$ cat src/hw/hcc_pkg.sv
// hcc_pkg: constants for the clock capability register bank
// assumes a 32-bit apb slave at a fixed base; offsets are byte addresses
package hcc_pkg;
	// register byte offsets
	localparam logic [7:0] CAP_LOW_OFS     = 8'h00; // clock capabilities, read only
	localparam logic [7:0] BASE_MHZ_OFS    = 8'h04; // true base clock in whole mhz
	localparam logic [7:0] BASE_FRAC_OFS   = 8'h08; // nonzero if base has a fraction
	localparam logic [7:0] TMO_CFG_OFS     = 8'h0c; // timeout clock value and unit
	localparam logic [7:0] VERSION_OFS     = 8'h10; // controller version select
	// field positions in the capability word
	localparam int BASE_LSB = 8;
	localparam int TMO_UNIT_BIT = 7;
	localparam int RSVD_BIT = 6;
	// version codes
	localparam logic [1:0] VER_100 = 2'h0;
	localparam logic [1:0] VER_200 = 2'h1;
	localparam logic [1:0] VER_300 = 2'h2;
	// reset values of the strap registers
	localparam logic [7:0] BASE_MHZ_RST  = 8'h32;
	localparam logic       BASE_FRAC_RST = 1'h0;
	localparam logic [5:0] TMO_FREQ_RST  = 6'h01;
	localparam logic       TMO_UNIT_RST  = 1'h1;
	localparam logic [1:0] VERSION_RST   = 2'h2;
	// encoding limits
	localparam logic [8:0] BASE_MAX6 = 9'h03f;
	localparam logic [8:0] BASE_MAX8 = 9'h0ff;
	localparam logic [8:0] BASE_MIN  = 9'h00a;
	// bus answer
	localparam logic [31:0] UNMAPPED_RDATA = 32'h0000_0000;
endpackage : hcc_pkg

$ cat src/hw/hcc_encode.sv
// hcc_encode: builds the capability word from the hardware-init settings
// assumes inputs are stable registered values; purely combinational
`timescale 1ns/100ps
`default_nettype none
module hcc_encode (
	input  wire logic [7:0]  i_base_mhz,
	input  wire logic        i_base_frac,
	input  wire logic [1:0]  i_version,
	input  wire logic [5:0]  i_tmo_freq,
	input  wire logic        i_tmo_unit,
	output logic      [31:0] o_cap
);
	logic [8:0] rounded;
	logic       wide;
	logic [8:0] limit;
	logic [7:0] base_field;

	// round any fractional base up so the divider never overclocks the card
	assign rounded = {1'h0, i_base_mhz} + {8'h00, i_base_frac};
	assign wide = (i_version == hcc_pkg::VER_300);
	assign limit = wide ? hcc_pkg::BASE_MAX8 : hcc_pkg::BASE_MAX6;
	// zero and out-of-range values report "use another method"
	assign base_field = (i_base_mhz == 8'h00 || rounded > limit || rounded < hcc_pkg::BASE_MIN)
		? 8'h00 : rounded[7:0];
	// reserved bit 6 and upper half read zero
	assign o_cap = {16'h0000, base_field, i_tmo_unit, 1'h0, i_tmo_freq};
endmodule : hcc_encode
`default_nettype wire

$ cat src/hw/hcc_regs.sv
// hcc_regs: clock capability register bank behind an apb slave
// assumes apb3 master on i_sys_clk; hardware-init values written before use
// Function
// - base card clock reported in bits 15:8
// - versions 1 and 2 use six-bit base
// - six-bit base in mhz, 10 to 63
// - version 3 uses eight bits, up to 255
// - zero base means obtain frequency elsewhere
// - fractional base rounds up to next mhz
// - bit 7 selects timeout unit khz/mhz
// - bits 5:0 timeout frequency 1 to 63
// - zero timeout field means obtain elsewhere
`timescale 1ns/100ps
`default_nettype none
module hcc_regs (
	input  wire logic        i_sys_clk,
	input  wire logic        i_nrst,
	input  wire logic        i_psel,
	input  wire logic        i_penable,
	input  wire logic        i_pwrite,
	input  wire logic [7:0]  i_paddr,
	input  wire logic [31:0] i_pwdata,
	input  wire logic        i_hardware_initialized,
	output logic      [31:0] o_prdata,
	output logic             o_pready,
	output logic             o_pslverr
);
	logic [7:0]  base_mhz;
	logic        base_frac;
	logic [5:0]  tmo_freq;
	logic        tmo_unit;
	logic [1:0]  version;
	logic [31:0] cap;
	logic        setup;
	logic        wr_ok;
	logic        hit_cap;
	logic        hit_base;
	logic        hit_frac;
	logic        hit_tmo;
	logic        hit_ver;
	logic        mapped;
	logic [31:0] next_prdata;
	logic        next_pslverr;

	// capability word is pure function of the init settings
	hcc_encode u_enc (
		.i_base_mhz  (base_mhz),
		.i_base_frac (base_frac),
		.i_version   (version),
		.i_tmo_freq  (tmo_freq),
		.i_tmo_unit  (tmo_unit),
		.o_cap       (cap)
	);

	// address decode; registers answer in the cycle after setup
	assign setup    = i_psel && !i_penable;
	assign hit_cap  = (i_paddr == hcc_pkg::CAP_LOW_OFS);
	assign hit_base = (i_paddr == hcc_pkg::BASE_MHZ_OFS);
	assign hit_frac = (i_paddr == hcc_pkg::BASE_FRAC_OFS);
	assign hit_tmo  = (i_paddr == hcc_pkg::TMO_CFG_OFS);
	assign hit_ver  = (i_paddr == hcc_pkg::VERSION_OFS);
	assign mapped   = hit_cap || hit_base || hit_frac || hit_tmo || hit_ver;
	// settings lock once init is declared done, so capability stays fixed
	assign wr_ok    = i_psel && i_penable && o_pready && i_pwrite && !i_hardware_initialized;

	assign next_prdata = !setup || i_pwrite ? 32'h0000_0000 :
		hit_cap  ? cap :
		hit_base ? {24'h000000, base_mhz} :
		hit_frac ? {31'h00000000, base_frac} :
		hit_tmo  ? {24'h000000, tmo_unit, 1'b0, tmo_freq} :
		hit_ver  ? {30'h00000000, version} : hcc_pkg::UNMAPPED_RDATA;
	// writes to the capability word are refused with an error, as are holes
	assign next_pslverr = setup && (!mapped || (i_pwrite && (hit_cap || i_hardware_initialized)));

	// bus answer registers
	always_ff @(posedge i_sys_clk or negedge i_nrst) begin
		if (!i_nrst) begin
			o_pready  <= 1'h0;
			o_prdata  <= 32'h0000_0000;
			o_pslverr <= 1'h0;
		end else begin
			o_pready  <= setup;
			o_prdata  <= next_prdata;
			o_pslverr <= next_pslverr;
		end
	end

	// hardware-init settings, writable only before init completes
	always_ff @(posedge i_sys_clk or negedge i_nrst) begin
		if (!i_nrst) begin
			base_mhz  <= hcc_pkg::BASE_MHZ_RST;
			base_frac <= hcc_pkg::BASE_FRAC_RST;
			tmo_freq  <= hcc_pkg::TMO_FREQ_RST;
			tmo_unit  <= hcc_pkg::TMO_UNIT_RST;
			version   <= hcc_pkg::VERSION_RST;
		end else if (wr_ok) begin
			if (hit_base) base_mhz <= i_pwdata[7:0];
			if (hit_frac) base_frac <= i_pwdata[0];
			if (hit_tmo) begin
				tmo_freq <= i_pwdata[5:0];
				tmo_unit <= i_pwdata[7];
			end
			if (hit_ver) version <= i_pwdata[1:0];
		end
	end

	// assertions
	property p_rsvd_zero;
		@(posedge i_sys_clk) disable iff (!i_nrst) cap[hcc_pkg::RSVD_BIT] == 1'b0 && cap[31:16] == 16'h0000;
	endproperty
	a_rsvd_zero: assert property (p_rsvd_zero) else $error("reserved bits set");
	property p_six_bit;
		@(posedge i_sys_clk) disable iff (!i_nrst) version != hcc_pkg::VER_300 |-> cap[15:14] == 2'b00;
	endproperty
	a_six_bit: assert property (p_six_bit) else $error("six-bit base has upper bits");
	property p_range;
		@(posedge i_sys_clk) disable iff (!i_nrst) cap[15:8] == 8'h00 || cap[15:8] >= 8'h0a;
	endproperty
	a_range: assert property (p_range) else $error("base below 10 mhz");
	property p_round;
		@(posedge i_sys_clk) disable iff (!i_nrst)
			(cap[15:8] != 8'h00 && base_frac) |-> cap[15:8] == base_mhz + 8'h01;
	endproperty
	a_round: assert property (p_round) else $error("fraction not rounded up");
	property p_exact;
		@(posedge i_sys_clk) disable iff (!i_nrst)
			(cap[15:8] != 8'h00 && !base_frac) |-> cap[15:8] == base_mhz;
	endproperty
	a_exact: assert property (p_exact) else $error("base field mismatch");
	property p_zero_base;
		@(posedge i_sys_clk) disable iff (!i_nrst) base_mhz == 8'h00 |-> cap[15:8] == 8'h00;
	endproperty
	a_zero_base: assert property (p_zero_base) else $error("zero base not reported");
	property p_wide;
		@(posedge i_sys_clk) disable iff (!i_nrst)
			(version == hcc_pkg::VER_300 && base_mhz >= 8'h40 && !base_frac) |-> cap[15:8] == base_mhz;
	endproperty
	a_wide: assert property (p_wide) else $error("eight-bit base lost");
	property p_tmo;
		@(posedge i_sys_clk) disable iff (!i_nrst)
			cap[5:0] == tmo_freq && cap[hcc_pkg::TMO_UNIT_BIT] == tmo_unit;
	endproperty
	a_tmo: assert property (p_tmo) else $error("timeout fields wrong");
	property p_locked;
		@(posedge i_sys_clk) disable iff (!i_nrst)
			i_hardware_initialized && $stable(i_hardware_initialized) |=> $stable(cap);
	endproperty
	a_locked: assert property (p_locked) else $error("capability changed after init");
	property p_answer;
		@(posedge i_sys_clk) disable iff (!i_nrst) (i_psel && !i_penable) |=> o_pready;
	endproperty
	a_answer: assert property (p_answer) else $error("no ready after setup");

	// the answer lasts one cycle; a legal master never asks twice back to back
	property p_ready_pulse;
		@(posedge i_sys_clk) disable iff (!i_nrst) o_pready |=> !o_pready;
	endproperty
	a_ready_pulse: assert property (p_ready_pulse) else $error("ready held past one cycle");

	// writes return zero data so stale reads cannot leak through
	property p_write_rdata;
		@(posedge i_sys_clk) disable iff (!i_nrst)
			(o_pready && i_pwrite) |-> o_prdata == 32'h0000_0000;
	endproperty
	a_write_rdata: assert property (p_write_rdata) else $error("write returned data");

	// the capability word is read only
	property p_cap_werr;
		@(posedge i_sys_clk) disable iff (!i_nrst)
			(setup && i_pwrite && hit_cap) |=> o_pslverr;
	endproperty
	a_cap_werr: assert property (p_cap_werr) else $error("capability write not refused");

	// once init is declared done every write bounces
	property p_lock_werr;
		@(posedge i_sys_clk) disable iff (!i_nrst)
			(setup && i_pwrite && i_hardware_initialized) |=> o_pslverr;
	endproperty
	a_lock_werr: assert property (p_lock_werr) else $error("locked write not refused");

	// settings hold still while init is high, whatever the bus does
	property p_frozen;
		@(posedge i_sys_clk) disable iff (!i_nrst)
			i_hardware_initialized |=> $stable(base_mhz) && $stable(base_frac)
				&& $stable(version) && $stable(tmo_freq) && $stable(tmo_unit);
	endproperty
	a_frozen: assert property (p_frozen) else $error("settings changed after init");

	// a read of the capability word returns the word of the setup cycle
	property p_cap_read;
		@(posedge i_sys_clk) disable iff (!i_nrst)
			(setup && !i_pwrite && hit_cap) |=> o_prdata == $past(cap);
	endproperty
	a_cap_read: assert property (p_cap_read) else $error("capability read wrong");

	// reads of mapped registers never raise an error
	property p_read_ok;
		@(posedge i_sys_clk) disable iff (!i_nrst)
			(setup && !i_pwrite && mapped) |=> !o_pslverr;
	endproperty
	a_read_ok: assert property (p_read_ok) else $error("mapped read refused");

	// holes answer with an error and the fixed fill value
	property p_unmapped;
		@(posedge i_sys_clk) disable iff (!i_nrst)
			(setup && !mapped) |=> o_pslverr && o_prdata == hcc_pkg::UNMAPPED_RDATA;
	endproperty
	a_unmapped: assert property (p_unmapped) else $error("unmapped access not refused");

	// a base write before init lands in the low byte only
	property p_base_store;
		@(posedge i_sys_clk) disable iff (!i_nrst)
			(wr_ok && hit_base) |=> {24'h000000, base_mhz} == ($past(i_pwdata) & 32'h0000_00ff);
	endproperty
	a_base_store: assert property (p_base_store) else $error("base setting not stored");

	// the timeout setting skips the reserved bit, so bit 6 of the data is dropped
	property p_tmo_store;
		@(posedge i_sys_clk) disable iff (!i_nrst)
			(wr_ok && hit_tmo) |=>
				{24'h000000, tmo_unit, 1'h0, tmo_freq} == ($past(i_pwdata) & 32'h0000_00bf);
	endproperty
	a_tmo_store: assert property (p_tmo_store) else $error("timeout setting not stored");

	// scenarios worth seeing
	c_read_cap: cover property (@(posedge i_sys_clk) o_pready && hit_cap && !i_pwrite);
	c_round: cover property (@(posedge i_sys_clk) base_frac && cap[15:8] != 8'h00);
	c_wide: cover property (@(posedge i_sys_clk) cap[15:14] != 2'b00);
	c_err: cover property (@(posedge i_sys_clk) o_pslverr);
	c_lock_bounce: cover property (@(posedge i_sys_clk) o_pslverr && i_hardware_initialized && i_pwrite);
endmodule : hcc_regs
`default_nettype wire

$ cat config.mk
export PLATFORM = sky130hd
export DESIGN_NAME = hcc_regs
export DESIGN_NICKNAME = d
export VERILOG_FILES = /design/src/hw/hcc_pkg.sv /design/src/hw/hcc_encode.sv /design/src/hw/hcc_regs.sv
export SDC_FILE = /design/constraint.sdc
export NUM_CORES = 1
export LEC_CHECK = 0
export BUFFER_PORTS_ARGS = -buffer_cell sky130_fd_sc_hd__buf_4
export CAP_MARGIN = 20
export CELL_PAD_IN_SITES_DETAIL_PLACEMENT = 0
export CELL_PAD_IN_SITES_GLOBAL_PLACEMENT = 2
export CORE_MARGIN = 1.5
export CORE_UTILIZATION = 30
export CTS_CLUSTER_SIZE = 16
export DETAILED_ROUTE_END_ITERATION = 8
export PLACE_DENSITY = 0.83
export SLEW_MARGIN = 20
export SYNTH_ARGS = -nofsm -noshare
export SYNTH_HDL_FRONTEND = slang
export SYNTH_SLANG_ARGS = --single-unit
$ cat constraint.sdc
create_clock -name i_sys_clk -period 6.65 [get_ports i_sys_clk]
set_input_delay 0 -clock i_sys_clk [delete_from_list [all_inputs] [get_ports i_sys_clk]]
set_output_delay 0 -clock i_sys_clk [all_outputs]
set_load 0.05 [all_outputs]
### Yosys cells after proc, flatten, opt, wreduce, memory -nomap -nowiden

Index checks and enable logic that the tools add are counted.

| operators by class | value |
|---|---|
| muxes and demuxes | 8 |
| $add $sub $neg | 1 |
| order comparisons | 2 |
| equal/unequal tests | 5 |
| reductions and logical operators | 26 |

Operators with widths:

| cell | count |
|---|---|
| $mux W8 | 5 |
| $mux W16 | 2 |
| $eq A8 B4 Y1 const B | 2 |
| $logic_not A8 Y1 | 2 |
| $add A8 B1 Y9 | 1 |
| $gt A9 B9 Y1 | 1 |
| $logic_or A1 B1 Y1 | 9 |
| $lt A9 B4 Y1 const B | 1 |
| $eq A8 B3 Y1 const B | 1 |
| $eq A8 B5 Y1 const B | 1 |
| $reduce_and A2 Y1 | 4 |
| $logic_and A1 B1 Y1 | 7 |
| $logic_not A1 Y1 | 4 |
| $eq A2 B2 Y1 const B | 1 |
| $mux W2 | 1 |

| storage, ports and cells | value |
|---|---|
| input port bits | 46 |
| output and inout bits | 34 |
| register bits after elaboration | 36 |
| logic and storage cells | 50 |

### Logic depth before layout (Yosys ltp)

| depth | value |
|---|---|
| depth after elaboration | 8 |
| gate-level depth with buffers | 9 |
| mapped depth without buffers | 9 |

### Hierarchy

From an unflattened synthesis, not the netlist that was laid out.

| unflattened totals | value |
|---|---|
| cell total of the unflattened synthesis | 252 |
| area total of the unflattened synthesis | 2836.5 um2 |

Modules (own cells, without submodules):

| module | area each (um2) | cells an instance | sequential area each (um2) | times used |
|---|---|---|---|---|
| hcc_regs | 2127.0 | 160 | 1308.8 | 1 |
| hcc_encode | 709.4 | 92 | 0.0 | 1 |

### Least setup slack after synthesis

Ideal clock, no wire load.

| timing | value |
|---|---|
| path kind | register -> register |
| start | register base_mhz[0] |
| end | register o_prdata[14] |
| data required time | 6545 ps |
| cell stages (with the launch flop) | 9 |
| clock period less this slack | 2310 ps |
| arrival time | 2205 ps |
| path buffers | 0 |
| path slack | 4340 ps |
| library setup time | 105 ps |
| cells stage by stage | dfrtp_1 -> ha_1 -> nand3_1 -> nor2_1 -> xor2_1 -> ha_1 -> a21oi_1 -> o22ai_1 -> nor4b_1 |

| on the way | value |
|---|---|
| cells in the longest elaborated chain, start to end | 7 |
| elaborated cells on any way between the ends | 9 |
| those cells by class | add/sub (1); order compare (2); mux (3); reduce/logical (3) |

Ends and longest elaborated chain:

| what | RTL line | text |
|---|---|---|
| from (decl) | hcc_regs.sv:28 | `logic [7:0] base_mhz;` |
| from (signal assigned) | hcc_regs.sv:91 | `base_mhz <= hcc_pkg::BASE_MHZ_RST;` |
| from (signal assigned) | hcc_regs.sv:97 | `if (hit_base) base_mhz <= i_pwdata[7:0];` |
| $add A8 B1 Y9 | hcc_encode.sv:19 | `assign rounded = {1'h0, i_base_mhz} + {8'h00, i_base_frac};` |
| $gt A9 B9 Y1 | hcc_encode.sv:23 | `assign base_field = (i_base_mhz == 8'h00 \|\| rounded > limit \|\| rounded < hcc_pkg::BASE_MIN)` |
| $logic_or A1 B1 Y1 (2 in series) | hcc_encode.sv:23 |  |
| $mux W8 (*) | hcc_encode.sv:24 | `? 8'h00 : rounded[7:0];` |
| $mux W16 (*) | hcc_regs.sv:67 | `hit_cap ? cap :` |
| $mux W16 (*) | hcc_regs.sv:66 | `assign next_prdata = !setup \|\| i_pwrite ? 32'h0000_0000 :` |
| via next_prdata[14] | hcc_regs.sv:42 | `logic [31:0] next_prdata;` |
| to (signal assigned) | hcc_regs.sv:83 | `o_prdata <= next_prdata;` |
| to (decl) | hcc_regs.sv:24 | `output logic [31:0] o_prdata,` |

The timed path passes the listed nets; every way through them passes the cells marked *.
A chain may end at the register's enable or synchronous reset.

### Final worst setup path

| timing | value |
|---|---|
| start | register base_mhz[0] |
| end | register o_prdata[10] |

Same word-level chain as after synthesis.

==> impl_metrics.prom <==
# TYPE chip_impl_metric gauge
chip_impl_info{name="critical_path.endpoint",value="o_prdata[10]"} 1
chip_impl_metric{name="fp.dieW",unit="um"} 86.91
chip_impl_metric{name="dpl_cell_area",unit="um2"} 2381
chip_impl_info{name="synthTopCellsByArea",value="dfrtp_1, mux2_2, dfstp_2"} 1
chip_impl_metric{name="tns",unit="ps"} 0
chip_impl_info{name="synth.top_cells.by_count",value="dfrtp_1, nor2_1, mux2_2"} 1
chip_impl_metric{name="ratio_of_final_minimum_period_to_clock_period",unit="%"} 43.46
chip_impl_metric{name="postSynthCellCount",unit=""} 197
chip_impl_metric{name="crit_path_max_fanout",unit=""} 7
chip_impl_info{name="top_usage_layer",value="met2"} 1
chip_impl_info{name="critical_path.startpoint",value="base_mhz[0]"} 1
chip_impl_metric{name="timing.clock.skew",unit="ps"} 2.798
chip_impl_info{name="category_of_the_worst_setup_path_capture_point",value="flip-flop"} 1
chip_impl_metric{name="globalRouteOverflowTotal",unit=""} 0
chip_impl_metric{name="worst_pin_slew",unit="ps"} 676.0
chip_impl_metric{name="power_leakage",unit="nW"} 1.177
chip_impl_metric{name="post_cts_clock_slew_at_the_launch_and_capture_registers_of_the_worst_setup_and_hold_paths",unit="ps"} 70
chip_impl_metric{name="global_route_wire_length_before_repair",unit="um"} 7534
chip_impl_metric{name="synth_top_area_share",unit="%"} 35.55
chip_impl_metric{name="worst-r2r-cell-count",unit=""} 8
chip_impl_metric{name="grt_pass1_vias",unit=""} 1539
chip_impl_metric{name="clock-sinks",unit=""} 36
chip_impl_metric{name="synth_cell_types",unit=""} 49
chip_impl_metric{name="synth_area",unit="um2"} 2112
chip_impl_metric{name="clk_latency",unit="ps"} 290
chip_impl_metric{name="number_of_buffers_created_by_cts",unit=""} 5
chip_impl_info{name="timing_worst_setup_path_type",value="reg -> reg"} 1
chip_impl_metric{name="wirelength",unit="um"} 4474
chip_impl_metric{name="synth_async_sr_flop_share",unit="%"} 100.0
chip_impl_info{name="min-delay-path-class",value="in -> reg"} 1
chip_impl_metric{name="maxClockFrequency",unit="GHz"} 0.3460
chip_impl_metric{name="final_max_tran_viols",unit=""} 0
chip_impl_metric{name="route.detailed.wl_per_inst",unit="um"} 13.16
chip_impl_metric{name="grt_use_met1",unit="%"} 16.59
chip_impl_info{name="post-synth-top-area-cell",value="dfrtp_1"} 1
chip_impl_metric{name="global_route.usage.total",unit="%"} 12.94
chip_impl_info{name="crit_path_start_kind",value="flip-flop"} 1
chip_impl_info{name="result_of_the_run",value="finished, final reports clean"} 1
chip_impl_info{name="tritoncts",value="done"} 1
chip_impl_metric{name="die-height",unit="um"} 86.91
chip_impl_metric{name="fp.dieArea",unit="um2"} 7552
chip_impl_metric{name="antenna-diode-count",unit=""} 0
chip_impl_metric{name="seq_area_frac_synth",unit="%"} 43.01
chip_impl_metric{name="worst_slew_margin_rel",unit="%"} 54.74
chip_impl_info{name="yosys.cell_count.top_type",value="dfrtp_1"} 1
chip_impl_metric{name="floorplan.initialDensity",unit="%"} 31.09
chip_impl_metric{name="hold_viol",unit=""} 0
chip_impl_metric{name="dp.final_hpwl",unit="um"} 3232
chip_impl_info{name="rsz0062_at_grt",value="no"} 1
chip_impl_metric{name="drc",unit=""} 0
chip_impl_metric{name="met3_usage",unit="%"} 3.697
chip_impl_metric{name="place.port_buffers",unit=""} 39
chip_impl_metric{name="antenna_violations_before_repair",unit=""} 0
chip_impl_metric{name="ir_worst_vdd",unit="V"} 0.00006323
chip_impl_metric{name="area_growth_syn_to_layout",unit="%"} 22.57
chip_impl_metric{name="post_synth_edffs",unit=""} 0
chip_impl_metric{name="setup.reg_to_reg.worst_slack",unit="ps"} 3760
chip_impl_metric{name="post-route-min-period",unit="ps"} 2890
chip_impl_metric{name="dr.first_iter.drc_count",unit=""} 137
chip_impl_metric{name="critical_path_required",unit="ps"} 6800
chip_impl_metric{name="total_power",unit="mW"} 0.4306
chip_impl_metric{name="synth-seq-cells",unit=""} 36
chip_impl_info{name="regToRegEndpoint",value="o_prdata[10]"} 1
chip_impl_info{name="synth_flop_cell",value="dfrtp_1"} 1
chip_impl_info{name="cts_root_buffer",value="clkbuf_8"} 1
chip_impl_metric{name="route.antenna.remaining_nets",unit=""} 0
chip_impl_metric{name="crit_arrival",unit="ps"} 3040
chip_impl_metric{name="core.rowCount",unit=""} 30
chip_impl_metric{name="power_density",unit="nW/um2"} 166.3
chip_impl_metric{name="design.core.area",unit="um2"} 6794
chip_impl_metric{name="grt_start_max_net_pins",unit=""} 37
chip_impl_metric{name="post_drt_via_cell_ratio",unit=""} 4.741
chip_impl_metric{name="drt_pre_antenna_iters",unit=""} 4
chip_impl_metric{name="final_layout_size_suffix_gt1_share",unit="%"} 32.38
chip_impl_metric{name="io_pins",unit=""} 80
chip_impl_info{name="crit-reg2reg-launch",value="base_mhz[0]"} 1
chip_impl_metric{name="post_synth.cell_area_avg",unit="um2"} 10.72
chip_impl_metric{name="dr_total_vias",unit=""} 1612
chip_impl_metric{name="design.final.nets",unit=""} 293
chip_impl_metric{name="ys.warnings.count",unit=""} 0
chip_impl_metric{name="design_area",unit="um2"} 2589
chip_impl_metric{name="gp_congestion",unit=""} 0.7314
chip_impl_metric{name="cts.htree.levels",unit=""} 2
chip_impl_metric{name="final.hold.worst_slack",unit="ps"} 58.77
chip_impl_metric{name="maxCapViolations",unit=""} 0
chip_impl_metric{name="grtUsageMet2",unit="%"} 20.72
chip_impl_metric{name="max-clock-path-buffers",unit=""} 2
chip_impl_metric{name="finalSetupViolCount",unit=""} 0
## layer usage
metal	vias up	part of all wire, %	routed length (um)
met5	-	0	0
li1	787	-	-
met2	37	48	2127
met1	781	46	2049
met4	0	1.9	86
met3	7	4.7	211
## worst max-delay path, cell delays in order, from the launching register on
cell	delay [ps]
dfrtp_1	430
ha_1	310
nand3_1	200
nor2_1	170
xor2_1	210
ha_1	290
a21oi_1	430
o22ai_1	310
a2111oi_0	390
## placed cells by master (no fill, tap or decap), types with 3 or more instances in the layout
cell	netlist	routed
nand4_1	4	4
nor4b_1	3	3
a31oi_1	5	5
inv_1	3	3
nor2_1	19	19
clkbuf_8	3	5
ha_1	4	4
dfstp_2	6	6
mux2_2	18	18
mux2i_1	7	7
dlygate4sd3_1	0	12
o22ai_1	3	3
nor3_1	5	5
nand2b_1	4	4
conb_1	1	16
a21oi_1	4	4
dfrtp_1	30	30
o21ai_0	7	7
a2111oi_0	4	4
nand4b_1	3	3
nand3_1	7	7
xnor2_1	4	4
buf_4	16	39
## worst min-delay path by stage
stage / start / end / slack, ps / cells past startpoint
2_1_floorplan: i_nrst / base_frac / -300 / 0
3_3_place_gp: i_nrst / o_prdata[14] / -20 / 1
3_5_place_dp: i_nrst / o_prdata[13] / -10 / 1
4_1_cts: i_paddr[1] / o_pslverr / 60 / 3
5_1_grt: i_pwrite / o_pslverr / 60 / 3
6_report: i_paddr[1] / o_pslverr / 60 / 3
## registers in the layout, indices dropped and copies added, names as in the netlist
signal / count
version: 2
o_pslverr: 1
o_pready: 1
base_mhz: 8
tmo_unit: 1
o_prdata: 16
base_frac: 1
tmo_freq: 6
## what timing repair did
item / CTS / global route
gates resized for setup: 0 / 0
setup buffers: 0 / 0
hold endpoints to repair: 49 / 0
hold buffers: 12 / 0
## cell type report
cell class | count | area, um2
Sequential cell | 36 | 908.4
Clock inverter | 3 | 18.77
Tap cell | 96 | 120.1
Clock buffer | 5 | 68.82
Multi-Input combinational cell | 146 | 1049
Inverter | 3 | 11.26
Fill cell | 683 | 4205
Timing Repair Buffer | 51 | 412.9
## stage by stage
step           cells  worst slack, ps  utilization, %
6_report         340             3760           38.10
5_1_grt          340             3460           38.10
3_3_place_gp     320             3854           35.05
3_5_place_dp     320             3747           35.05
2_1_floorplan    212             4340               -
4_1_cts          340             3749           38.10
## report_power, final
group	switching (mW)	total (mW)	leakage [nW]	internal, mW
Sequential	0.000644	0.221	0.479	0.220
Clock	0.0812	0.154	0.0479	0.0729
Combinational	0.0386	0.0559	0.650	0.0174
Total	0.120	0.431	1.18	0.310
## logic make-up after synthesis
| kind of cell | Yosys count | synth area share, % |
|---|---|---|
| compound gates | 35 | 11.32 |
| xor+xnor | 6 | 2.488 |
| mux | 25 | 12.91 |
| buf+inv | 30 | 10.01 |
| flops | 36 | 43.01 |
| other cells | 1 | 0.1776 |
| simple gates | 60 | 17.71 |
| fa+ha+maj | 4 | 2.370 |
Power figures use the tool's default switching activity.
